## config.mk

```make
export PLATFORM = sky130hd
export DESIGN_NAME = reverse_translator
export DESIGN_NICKNAME = d
export VERILOG_FILES = /design/src/inc/rt_pkg.sv /design/src/verilog/reverse_translator.sv
export VERILOG_INCLUDE_DIRS = /design/src /design/src/inc
export SDC_FILE = /design/constraint.sdc
export NUM_CORES = 2
export LEC_CHECK = 0
export BUFFER_PORTS_ARGS = -buffer_cell sky130_fd_sc_hd__buf_2
export CAP_MARGIN = 25
export CORE_ASPECT_RATIO = 0.75
export CORE_MARGIN = 1
export CORE_UTILIZATION = 60
export DETAILED_ROUTE_END_ITERATION = 16
export PLACE_DENSITY = 0.79
export SLEW_MARGIN = 40
export SYNTH_ARGS = -nofsm -noshare
export SYNTH_HDL_FRONTEND = slang
export SYNTH_SLANG_ARGS = --single-unit
```

## constraint.sdc

```tcl
create_clock -name sys_clk -period 18.5 [get_ports sys_clk]
set_input_delay 3.7 -clock sys_clk [delete_from_list [all_inputs] [get_ports sys_clk]]
set_output_delay 3.7 -clock sys_clk [all_outputs]
set_load 0.05 [all_outputs]
```

## src/inc/reverse_translator_defines.svh

```systemverilog
/*
 * Constants of the reverse address translator: table geometry,
 * range layout and field widths.
 * Assumes a 32-bit physical bus address and ranges of 32 Mbytes.
 */
`ifndef REVERSE_TRANSLATOR_DEFINES_SVH
`define REVERSE_TRANSLATOR_DEFINES_SVH

// ----------------------------------------------------------------
// Table geometry
// ----------------------------------------------------------------
`define RT_ENTRIES 8
`define RT_HALF 4'h4
`define RT_FULL 4'h8
`define RT_IDX_W 4

// ----------------------------------------------------------------
// Address layout: 32 Mbyte ranges, low 25 bits are the offset
// ----------------------------------------------------------------
`define RT_ADDR_W 32
`define RT_OFS_W 25
`define RT_BLK_W 7
`define RT_SIZE_W 32

`endif

```

## src/inc/rt_pkg.sv

```systemverilog
/*
 * Types shared by the reverse address translator.
 * Assumes reverse_translator_defines.svh is on the include path.
 */
`include "reverse_translator_defines.svh"
package rt_pkg;
   // Upper physical or logical bits of one 32 Mbyte range
   typedef logic [`RT_BLK_W-1:0] block_t;

   // One translation table entry
   typedef struct packed {
      logic valid;
      logic isSuper;
      block_t physBlock;
      block_t logBlock;
      logic inMap;
      logic fromTt;
      logic [`RT_SIZE_W-1:0] mapSize;
   } entry_s;

   // One candidate range offered by the loader
   typedef struct packed {
      logic isSuper;
      block_t physBlock;
      block_t logBlock;
      logic inMap;
      logic fromTt;
      logic [`RT_SIZE_W-1:0] mapSize;
   } cand_s;

   // One processor bus address or analyzer address
   typedef struct packed {
      logic valid;
      logic isSuper;
      logic [`RT_ADDR_W-1:0] addr;
   } bus_s;

   // Load sequencer states
   typedef enum logic [1:0] {
      ST_IDLE = 2'b00,
      ST_HALT = 2'b01,
      ST_FILL = 2'b10,
      ST_COMMIT = 2'b11
   } load_state_e;
endpackage

```

## src/verilog/reverse_translator.sv

```systemverilog
/*
 * Reverse address translator: turns physical bus addresses back into
 * logical ones for the trace analyzer, from an eight-entry range table.
 * Assumes a loader that streams candidate ranges after the monitor
 * has halted the target, and bus inputs synchronous to sys_clk.
 */
`include "reverse_translator_defines.svh"

// What this block does
// Disabled with MMU on: raw physical addresses
// Enabled: translate from last loaded table
// Finished load leaves translator enabled
// Eight entries of 32 Mbytes each
// One logical address per physical range
// Among aliases prefer lowest logical address
// Page table alias beats transparent alias
// Memory map alias beats unmapped alias
// Memory map ordering matters only on overflow
// Map terms sorted size then address
// Remaining ranges fill in ascending address
// Leftover ranges raise out of resources
// Table frozen at load; changes need reload
// Halt target during load, resume after
// Analyzer must not trace during load
// File load ignores live translation setup
// MMU off: output equals bus address
// One translation per cycle, never stalls
// Split root pointers: halves user, supervisor
// Hit replaces upper bits, keeps offset
// Miss passes physical address unchanged
module reverse_translator #(
   parameter int NUM_ENTRIES = `RT_ENTRIES
) (
   input wire logic sys_clk,
   input wire logic arst_n,
   input wire rt_pkg::bus_s busIn,
   input wire logic mmuEnabled,
   input wire logic [`RT_ADDR_W-1:0] user_root_pointer,
   input wire logic [`RT_ADDR_W-1:0] supervisor_root_pointer,
   input wire logic ttFcUsed,
   input wire logic enableCmd,
   input wire logic disableCmd,
   input wire logic loadStart,
   input wire logic fileLoad,
   input wire logic fileSplit,
   input wire logic traceActive,
   input wire logic monitorHalted,
   input wire rt_pkg::cand_s cand,
   input wire logic candValid,
   input wire logic loadEnd,
   output logic candReady,
   output logic haltReq,
   output logic translating,
   output logic outOfResources,
   output rt_pkg::bus_s anaOut
);
   import rt_pkg::*;

   // ----------------------------------------------------------------
   // Reset release
   // ----------------------------------------------------------------
   logic [1:0] rstSync_ff; // Two-stage release of the reset
   logic rstN; // Synchronised reset used everywhere else

   // Async assert, clocked release
   always_ff @(posedge sys_clk or negedge arst_n) begin
      if (!arst_n) begin
         rstSync_ff <= 2'h0;
      end else begin
         rstSync_ff <= {rstSync_ff[0], 1'b1};
      end
   end
   assign rstN = rstSync_ff[1];

   // ----------------------------------------------------------------
   // Load sequencer and staging table
   // ----------------------------------------------------------------
   load_state_e state_ff, nxt_state; // Sequencer state
   entry_s [NUM_ENTRIES-1:0] stage_ff, nxt_stage; // Table being built
   entry_s [NUM_ENTRIES-1:0] live_ff, nxt_live; // Table in use
   logic stageSplit_ff, nxt_stageSplit; // Split chosen at load start
   logic liveSplit_ff, nxt_liveSplit; // Split of the table in use
   logic enabled_ff, nxt_enabled; // Translator switched on
   logic oor_ff, nxt_oor; // Out of resources
   logic halt_ff, nxt_halt; // Monitor break request
   logic [`RT_IDX_W-1:0] segLo, segHi, insPos, aliasIdx, below;
   logic aliasHit; // Candidate shares a physical range
   logic candAccept; // Candidate taken this cycle
   entry_s candEntry; // Candidate shaped as an entry

   // Sort key: map terms first by size, then all by address
   function automatic logic [`RT_SIZE_W+`RT_BLK_W:0] sortKey(
      input logic inMap, input logic [`RT_SIZE_W-1:0] size,
      input block_t phys);
      sortKey = {~inMap, inMap ? size : {`RT_SIZE_W{1'b0}}, phys};
   endfunction

   // True when the candidate alias is preferred over the stored one
   function automatic logic betterAlias(input cand_s c, input entry_s e);
      if (c.inMap != e.inMap) begin
         betterAlias = c.inMap;
      end else if (c.fromTt != e.fromTt) begin
         betterAlias = !c.fromTt;
      end else begin
         betterAlias = c.logBlock < e.logBlock;
      end
   endfunction

   assign candReady = (state_ff == ST_FILL);
   assign candAccept = candReady && candValid;
   assign candEntry = '{valid: 1'b1, isSuper: cand.isSuper, physBlock: cand.physBlock,
      logBlock: cand.logBlock, inMap: cand.inMap, fromTt: cand.fromTt,
      mapSize: cand.mapSize};

   // Segment of the table that the candidate may occupy
   always_comb begin
      segLo = (stageSplit_ff && cand.isSuper) ? `RT_HALF : 4'h0;
      segHi = stageSplit_ff ? segLo + `RT_HALF : `RT_FULL;
      aliasHit = 1'b0;
      aliasIdx = 4'h0;
      below = 4'h0;
      for (int i = 0; i < NUM_ENTRIES; i++) begin
         if (4'(i) >= segLo && 4'(i) < segHi && stage_ff[i].valid) begin
            // Same physical range already stored
            if (stage_ff[i].physBlock == cand.physBlock) begin
               aliasHit = 1'b1;
               aliasIdx = 4'(i);
            end
            // Entries that sort ahead of the candidate
            if (sortKey(stage_ff[i].inMap, stage_ff[i].mapSize, stage_ff[i].physBlock)
                  < sortKey(cand.inMap, cand.mapSize, cand.physBlock)) begin
               below = below + 4'h1;
            end
         end
      end
      insPos = segLo + below;
   end

   // Next values of the sequencer and both tables
   always_comb begin
      nxt_state = state_ff;
      nxt_stage = stage_ff;
      nxt_live = live_ff;
      nxt_stageSplit = stageSplit_ff;
      nxt_liveSplit = liveSplit_ff;
      nxt_enabled = enabled_ff;
      nxt_oor = oor_ff;
      // Software switching on or off
      if (enableCmd) begin
         nxt_enabled = 1'b1;
      end else if (disableCmd) begin
         nxt_enabled = 1'b0;
      end
      unique case (state_ff)
         ST_IDLE: begin
            // Start refused while a trace runs
            if (loadStart && !traceActive) begin
               nxt_state = ST_HALT;
               nxt_stage = '0;
               nxt_oor = 1'b0;
               // File setup replaces the live root pointers
               nxt_stageSplit = fileLoad ? fileSplit :
                  ((user_root_pointer != supervisor_root_pointer) || ttFcUsed);
            end
         end
         ST_HALT: begin
            // Wait until the monitor holds the target
            if (monitorHalted) begin
               nxt_state = ST_FILL;
            end
         end
         ST_FILL: begin
            if (candAccept) begin
               if (aliasHit) begin
                  // Keep one alias per physical range
                  if (betterAlias(cand, stage_ff[aliasIdx])) begin
                     nxt_stage[aliasIdx] = candEntry;
                  end
               end else if (insPos >= segHi) begin
                  nxt_oor = 1'b1;
               end else begin
                  // Sorted insert, last entry pushed out
                  if (stage_ff[segHi-4'h1].valid) begin
                     nxt_oor = 1'b1;
                  end
                  for (int i = 1; i < NUM_ENTRIES; i++) begin
                     if (4'(i) > insPos && 4'(i) < segHi) begin
                        nxt_stage[i] = stage_ff[i-1];
                     end
                  end
                  nxt_stage[insPos] = candEntry;
               end
            end
            if (loadEnd) begin
               nxt_state = ST_COMMIT;
            end
         end
         ST_COMMIT: begin
            // Freeze the finished table and switch on
            nxt_live = stage_ff;
            nxt_liveSplit = stageSplit_ff;
            nxt_enabled = 1'b1;
            nxt_state = ST_IDLE;
         end
      endcase
      // Target held from start until commit
      nxt_halt = (nxt_state != ST_IDLE) && (nxt_state != ST_COMMIT);
   end

   // Registers of the sequencer and tables
   always_ff @(posedge sys_clk or negedge rstN) begin
      if (!rstN) begin
         state_ff <= ST_IDLE;
         stage_ff <= '0;
         live_ff <= '0;
         stageSplit_ff <= 1'b0;
         liveSplit_ff <= 1'b0;
         enabled_ff <= 1'b0;
         oor_ff <= 1'b0;
         halt_ff <= 1'b0;
      end else begin
         state_ff <= nxt_state;
         stage_ff <= nxt_stage;
         live_ff <= nxt_live;
         stageSplit_ff <= nxt_stageSplit;
         liveSplit_ff <= nxt_liveSplit;
         enabled_ff <= nxt_enabled;
         oor_ff <= nxt_oor;
         halt_ff <= nxt_halt;
      end
   end

   assign haltReq = halt_ff;
   assign translating = enabled_ff;
   assign outOfResources = oor_ff;

   // ----------------------------------------------------------------
   // Real-time lookup path
   // ----------------------------------------------------------------
   bus_s ana_ff, nxt_ana; // Address handed to the analyzer
   logic [`RT_IDX_W-1:0] lookLo, lookHi; // Segment searched
   logic hit; // Live entry covers the bus address
   block_t hitLog; // Logical block of the hit

   // Search the live table for the bus address
   always_comb begin
      lookLo = (liveSplit_ff && busIn.isSuper) ? `RT_HALF : 4'h0;
      lookHi = liveSplit_ff ? lookLo + `RT_HALF : `RT_FULL;
      hit = 1'b0;
      hitLog = '0;
      for (int i = 0; i < NUM_ENTRIES; i++) begin
         if (4'(i) >= lookLo && 4'(i) < lookHi && live_ff[i].valid &&
               live_ff[i].physBlock == busIn.addr[`RT_ADDR_W-1:`RT_OFS_W]) begin
            hit = 1'b1;
            hitLog = live_ff[i].logBlock;
         end
      end
      nxt_ana = busIn;
      // Translate only when switched on and the MMU maps
      if (enabled_ff && mmuEnabled && hit) begin
         nxt_ana.addr = {hitLog, busIn.addr[`RT_OFS_W-1:0]};
      end
   end

   // One pipeline stage, every cycle
   always_ff @(posedge sys_clk or negedge rstN) begin
      if (!rstN) begin
         ana_ff <= '0;
      end else begin
         ana_ff <= nxt_ana;
      end
   end
   assign anaOut = ana_ff;

   // ----------------------------------------------------------------
   // Checks
   // ----------------------------------------------------------------
   property p_rawDisabled;
      @(posedge sys_clk) disable iff (!rstN)
      (!enabled_ff && mmuEnabled) |=> (anaOut.addr == $past(busIn.addr));
   endproperty
   a_rawDisabled: assert property (p_rawDisabled) else $error("raw address altered");

   property p_mmuOff;
      @(posedge sys_clk) disable iff (!rstN)
      !mmuEnabled |=> (anaOut.addr == $past(busIn.addr));
   endproperty
   a_mmuOff: assert property (p_mmuOff) else $error("translated with mmu off");

   property p_enableAfterLoad;
      @(posedge sys_clk) disable iff (!rstN)
      (state_ff == ST_COMMIT) |=> enabled_ff && (state_ff == ST_IDLE);
   endproperty
   a_enableAfterLoad: assert property (p_enableAfterLoad) else $error("not enabled");

   property p_commitCopies;
      @(posedge sys_clk) disable iff (!rstN)
      (state_ff == ST_COMMIT) |=> (live_ff == $past(stage_ff));
   endproperty
   a_commitCopies: assert property (p_commitCopies) else $error("table not copied");

   property p_liveFrozen;
      @(posedge sys_clk) disable iff (!rstN)
      (state_ff != ST_COMMIT) |=> $stable(live_ff);
   endproperty
   a_liveFrozen: assert property (p_liveFrozen) else $error("live table changed");

   property p_haltDuringFill;
      @(posedge sys_clk) disable iff (!rstN)
      (state_ff == ST_HALT || state_ff == ST_FILL) |-> haltReq;
   endproperty
   a_haltDuringFill: assert property (p_haltDuringFill) else $error("target not halted");

   property p_everyCycle;
      @(posedge sys_clk) disable iff (!rstN)
      busIn.valid |=> anaOut.valid ##0 (anaOut.isSuper == $past(busIn.isSuper));
   endproperty
   a_everyCycle: assert property (p_everyCycle) else $error("bus cycle lost");

   property p_offsetKept;
      @(posedge sys_clk) disable iff (!rstN)
      (enabled_ff && mmuEnabled && hit) |=>
         (anaOut.addr[`RT_OFS_W-1:0] == $past(busIn.addr[`RT_OFS_W-1:0]));
   endproperty
   a_offsetKept: assert property (p_offsetKept) else $error("offset changed");

   property p_missPass;
      @(posedge sys_clk) disable iff (!rstN)
      !hit |=> (anaOut.addr == $past(busIn.addr));
   endproperty
   a_missPass: assert property (p_missPass) else $error("miss altered address");

   property p_overflowFlag;
      @(posedge sys_clk) disable iff (!rstN)
      (candAccept && !aliasHit && insPos >= segHi) |=> outOfResources;
   endproperty
   a_overflowFlag: assert property (p_overflowFlag) else $error("overflow missed");
endmodule

```

==> impl_metrics.py <==
metrics = {
    "run_status": {
        "status": "completed",
    },
    "cells_and_area": {
        "nFillCells": 4526,
        "area_delta_synth_final_pct": 9.83,
        "finalInstanceArea_mm2": 0.0398,
        "multi_input_area_mm2": 0.0212,
        "drive_above_1_share": 0.236,
        "nets": 3889,
        "seq_area_mm2": 0.0139,
    },
    "synthesis": {
        "synth_top_area_share": 0.383,
        "ys_ff_latch": 555,
        "ys.flop_type": "dfrtp_1",
        "seq_area_frac_synth": 0.383,
        "synth_xor_area_frac": 0.0276,
        "yosys.area_share.adder": 0.114,
        "yosys.area_share.simple": 0.110,
        "synth_top_family_by_area": "compound AO/OA/AOI/OAI gates",
        "synth.area.mux_share": 0.149,
        "ys_types": 92,
        "synth_warnings": 0,
        "synth_largest_area_cell": "dfrtp_1",
        "syn_inst": 3343,
        "syn_nets": 3832,
        "synth.area.top_cells": "dfrtp_1, mux2_2, ha_1",
        "synth.avg_cell_area_um2": 10.8,
        "synth_edf_count": 0,
        "syn-cell-area_mm2": 0.0362,
        "synth_compound_area_frac": 0.178,
        "async_flop_share": 1.00,
    },
    "worst_setup_path": {
        "slowest_delay_ns": 0.79,
        "slowest_stage": "a31oi_4",
        "rr_startpoint": "stage_ff[83]",
        "critPathTopFamily": "compound AO/OA/AOI/OAI gates",
        "worstSetupEndpointType": "flop",
        "path_buf_inv": 6,
        "worst-path-max-fanout": 31,
        "reg2reg_depth": 49,
        "crit_type": "in2reg",
        "required_ns": 19.01,
        "critPathLaunchType": "input pin",
        "r2r_end": "stage_ff[255]",
        "reg2reg_setup_slack_ns": 5.91,
        "worstPathArrival_ns": 16.10,
        "crit_top_cell": "ha_1",
    },
    "sta": {
        "fmaxAchievable_ghz": 0.0641,
        "tightest_slew_ns": 0.950,
        "hold_viol": 0,
        "finalCritPeriodShare": 0.843,
        "finalCriticalPeriod_ns": 15.59,
        "setup-tns-final_ns": 0,
        "setup_viol": 0,
        "skew_ns": 0.0379,
        "relSlewSlack": 0.360,
        "grt_setup_unrepaired": "no",
        "slew_viol_final": 0,
    },
    "clock_network": {
        "cts_tree": "done",
        "cts_root_buffer": "clkbuf_16",
        "clk_path_buf_depth": 3,
        "hold_buffers": 0,
        "h-tree-depth": 2,
        "cts_made_buffers": 57,
        "cts_sinks": 555,
        "post_cts_buffers": 0,
        "path_clk_slew_ns": 0.07,
        "cts_resized": 0,
        "clk_latency_ns": 0.66,
    },
    "die": {
        "start_util": 0.611,
        "die_area_mm2": 0.0614,
        "die_height_um": 215,
        "ios": 198,
        "core_region_area_mm2": 0.0593,
        "die_w_um": 286,
        "rows": 77,
    },
    "global_route": {
        "overflow": 0,
        "grt_pass1_vias": 30000,
        "antenna_found_initial": 3,
        "grt.total_usage": 0.381,
        "grt_max_degree": 104,
        "grt_pass1_wl_mm": 181,
    },
    "pwr": {
        "p_clk_frac": 0.239,
        "power_switching_mw": 2.07,
        "seq_power_share": 0.361,
        "power.density_mw_per_mm2": 123,
        "internal-power_mw": 2.81,
        "power_frac_comb": 0.399,
        "leakage_nw": 19.1,
        "swShare": 0.424,
        "ir_worst_vdd_v": 0.000103,
    },
    "drt": {
        "drc": 0,
        "ant_nets": 0,
        "wl_per_cell_um": 27.7,
        "drt_wl_total_mm": 117,
        "vias": 30000,
        "vias_per_cell": 7.08,
        "drtIter0Drc": 3830,
        "first_pass_iters": 6,
    },
    "min_path": {
        "hp-class": "reg2async",
    },
    "run": {
        "drv_cap": 0,
    },
    "place": {
        "hpwlAfterDp_mm": 81.5,
        "io_buffers": 197,
        "place.gp.congestion": 1.02,
        "place_area_mm2": 0.0379,
    },
}
final cells by class:
class,count,area share
antenna,1,0.0000629
clock buffer,87,0.0427
clock inverter,15,0.00381
inverter,54,0.00528
multi-input combinational,2470,0.534
sequential,555,0.349
tap,790,0.0249
timing repair buffer,262,0.0405
power groups by stage:
| stage | Clock, mW | Combinational, mW | Sequential, mW |
|---|---|---|---|
| after floorplan | 0 | 1.27 | 1.68 |
| after global placement | 0 | 1.80 | 1.75 |
| after detailed placement | 0 | 1.88 | 1.77 |
| after CTS | 1.18 | 1.89 | 1.75 |
| after global routing | 1.23 | 2.04 | 1.79 |
| final | 1.17 | 1.95 | 1.76 |
cells by family (layout without fill, tap and decap cells):
group / Yosys count / after routing
simple gates: 743 / 743
mux: 479 / 479
compound gates: 810 / 810
xor+xnor: 106 / 106
flops: 555 / 555
other cells: 1 / 2
fa+ha+maj: 331 / 331
buf+inv: 318 / 418
state kept, by name (all words and copies together) (netlist names):
register        cells
haltReq             1
stage_ff          392
liveSplit_ff        1
anaOut             34
stageSplit_ff       1
outOfResources      1
rstSync_ff          2
state_ff            2
translating         1
live_ff           120
per-stage QoR:
step	total power, mW	utilization	hold slack (ns)	instances	setup slack, ns
2_1_floorplan	2.95	-	0.331	3343	1.89
3_3_place_gp	3.55	0.636	0.337	4120	2.75
3_5_place_dp	3.65	0.640	0.268	4131	2.66
4_1_cts	4.81	0.671	0.271	4233	3.28
5_1_grt	5.06	0.671	0.281	4234	2.40
6_report	4.88	0.671	0.247	4234	2.91
placed cells by master (no fill, tap or decap), types with 28 or more instances in the layout:
cell type  count
a32o_1       230
a22o_1       140
buf_4         48
dfrtp_1      553
nor2_1        90
o21ai_0       81
xnor2_1       75
inv_1         50
a21oi_1      134
clkbuf_16     57
nand4_1       61
and2_1       258
nand3_1       46
mux2i_1       34
a21o_1        28
ha_1         329
nand2_1      161
mux2_2       399
buf_2        198
mux2_1        38
how the worst max path moves through the flow:
stage | start | end | slack (ns) | cells past startpoint
after floorplan | rstSync_ff[1] | anaOut[0] | 1.89 | 0
after global placement | cand[33] | stage_ff[110] | 2.75 | 50
after detailed placement | cand[33] | stage_ff[255] | 2.66 | 50
after CTS | cand[33] | stage_ff[255] | 3.28 | 50
after global routing | cand[33] | stage_ff[259] | 2.40 | 50
final | cand[33] | stage_ff[255] | 2.91 | 49
per-layer routing:
metal	up-vias	track usage	share of wire
met5	-	0	0.00011
met4	2	0.131	0.034
met3	309	0.0882	0.12
met2	1904	0.564	0.43
met1	15000	0.548	0.42
li1	12700	-	-
Yosys cell counts (all sizes together) (17+ instances only):
library cell / n
a211oi: 24
inv: 52
nand2b: 24
ha: 329
clkbuf: 148
dfrtp: 555
mux2: 445
a32o: 230
mux2i: 34
nor2: 94
nand3: 48
o21ai: 84
and2: 259
a22o: 140
buf: 116
nand2: 164
a21oi: 135
nor2b: 17
xnor2: 77
nor3: 20
xor2: 27
nand4: 61
a21o: 28
Note: power is estimated with default switching activity, not from simulation.
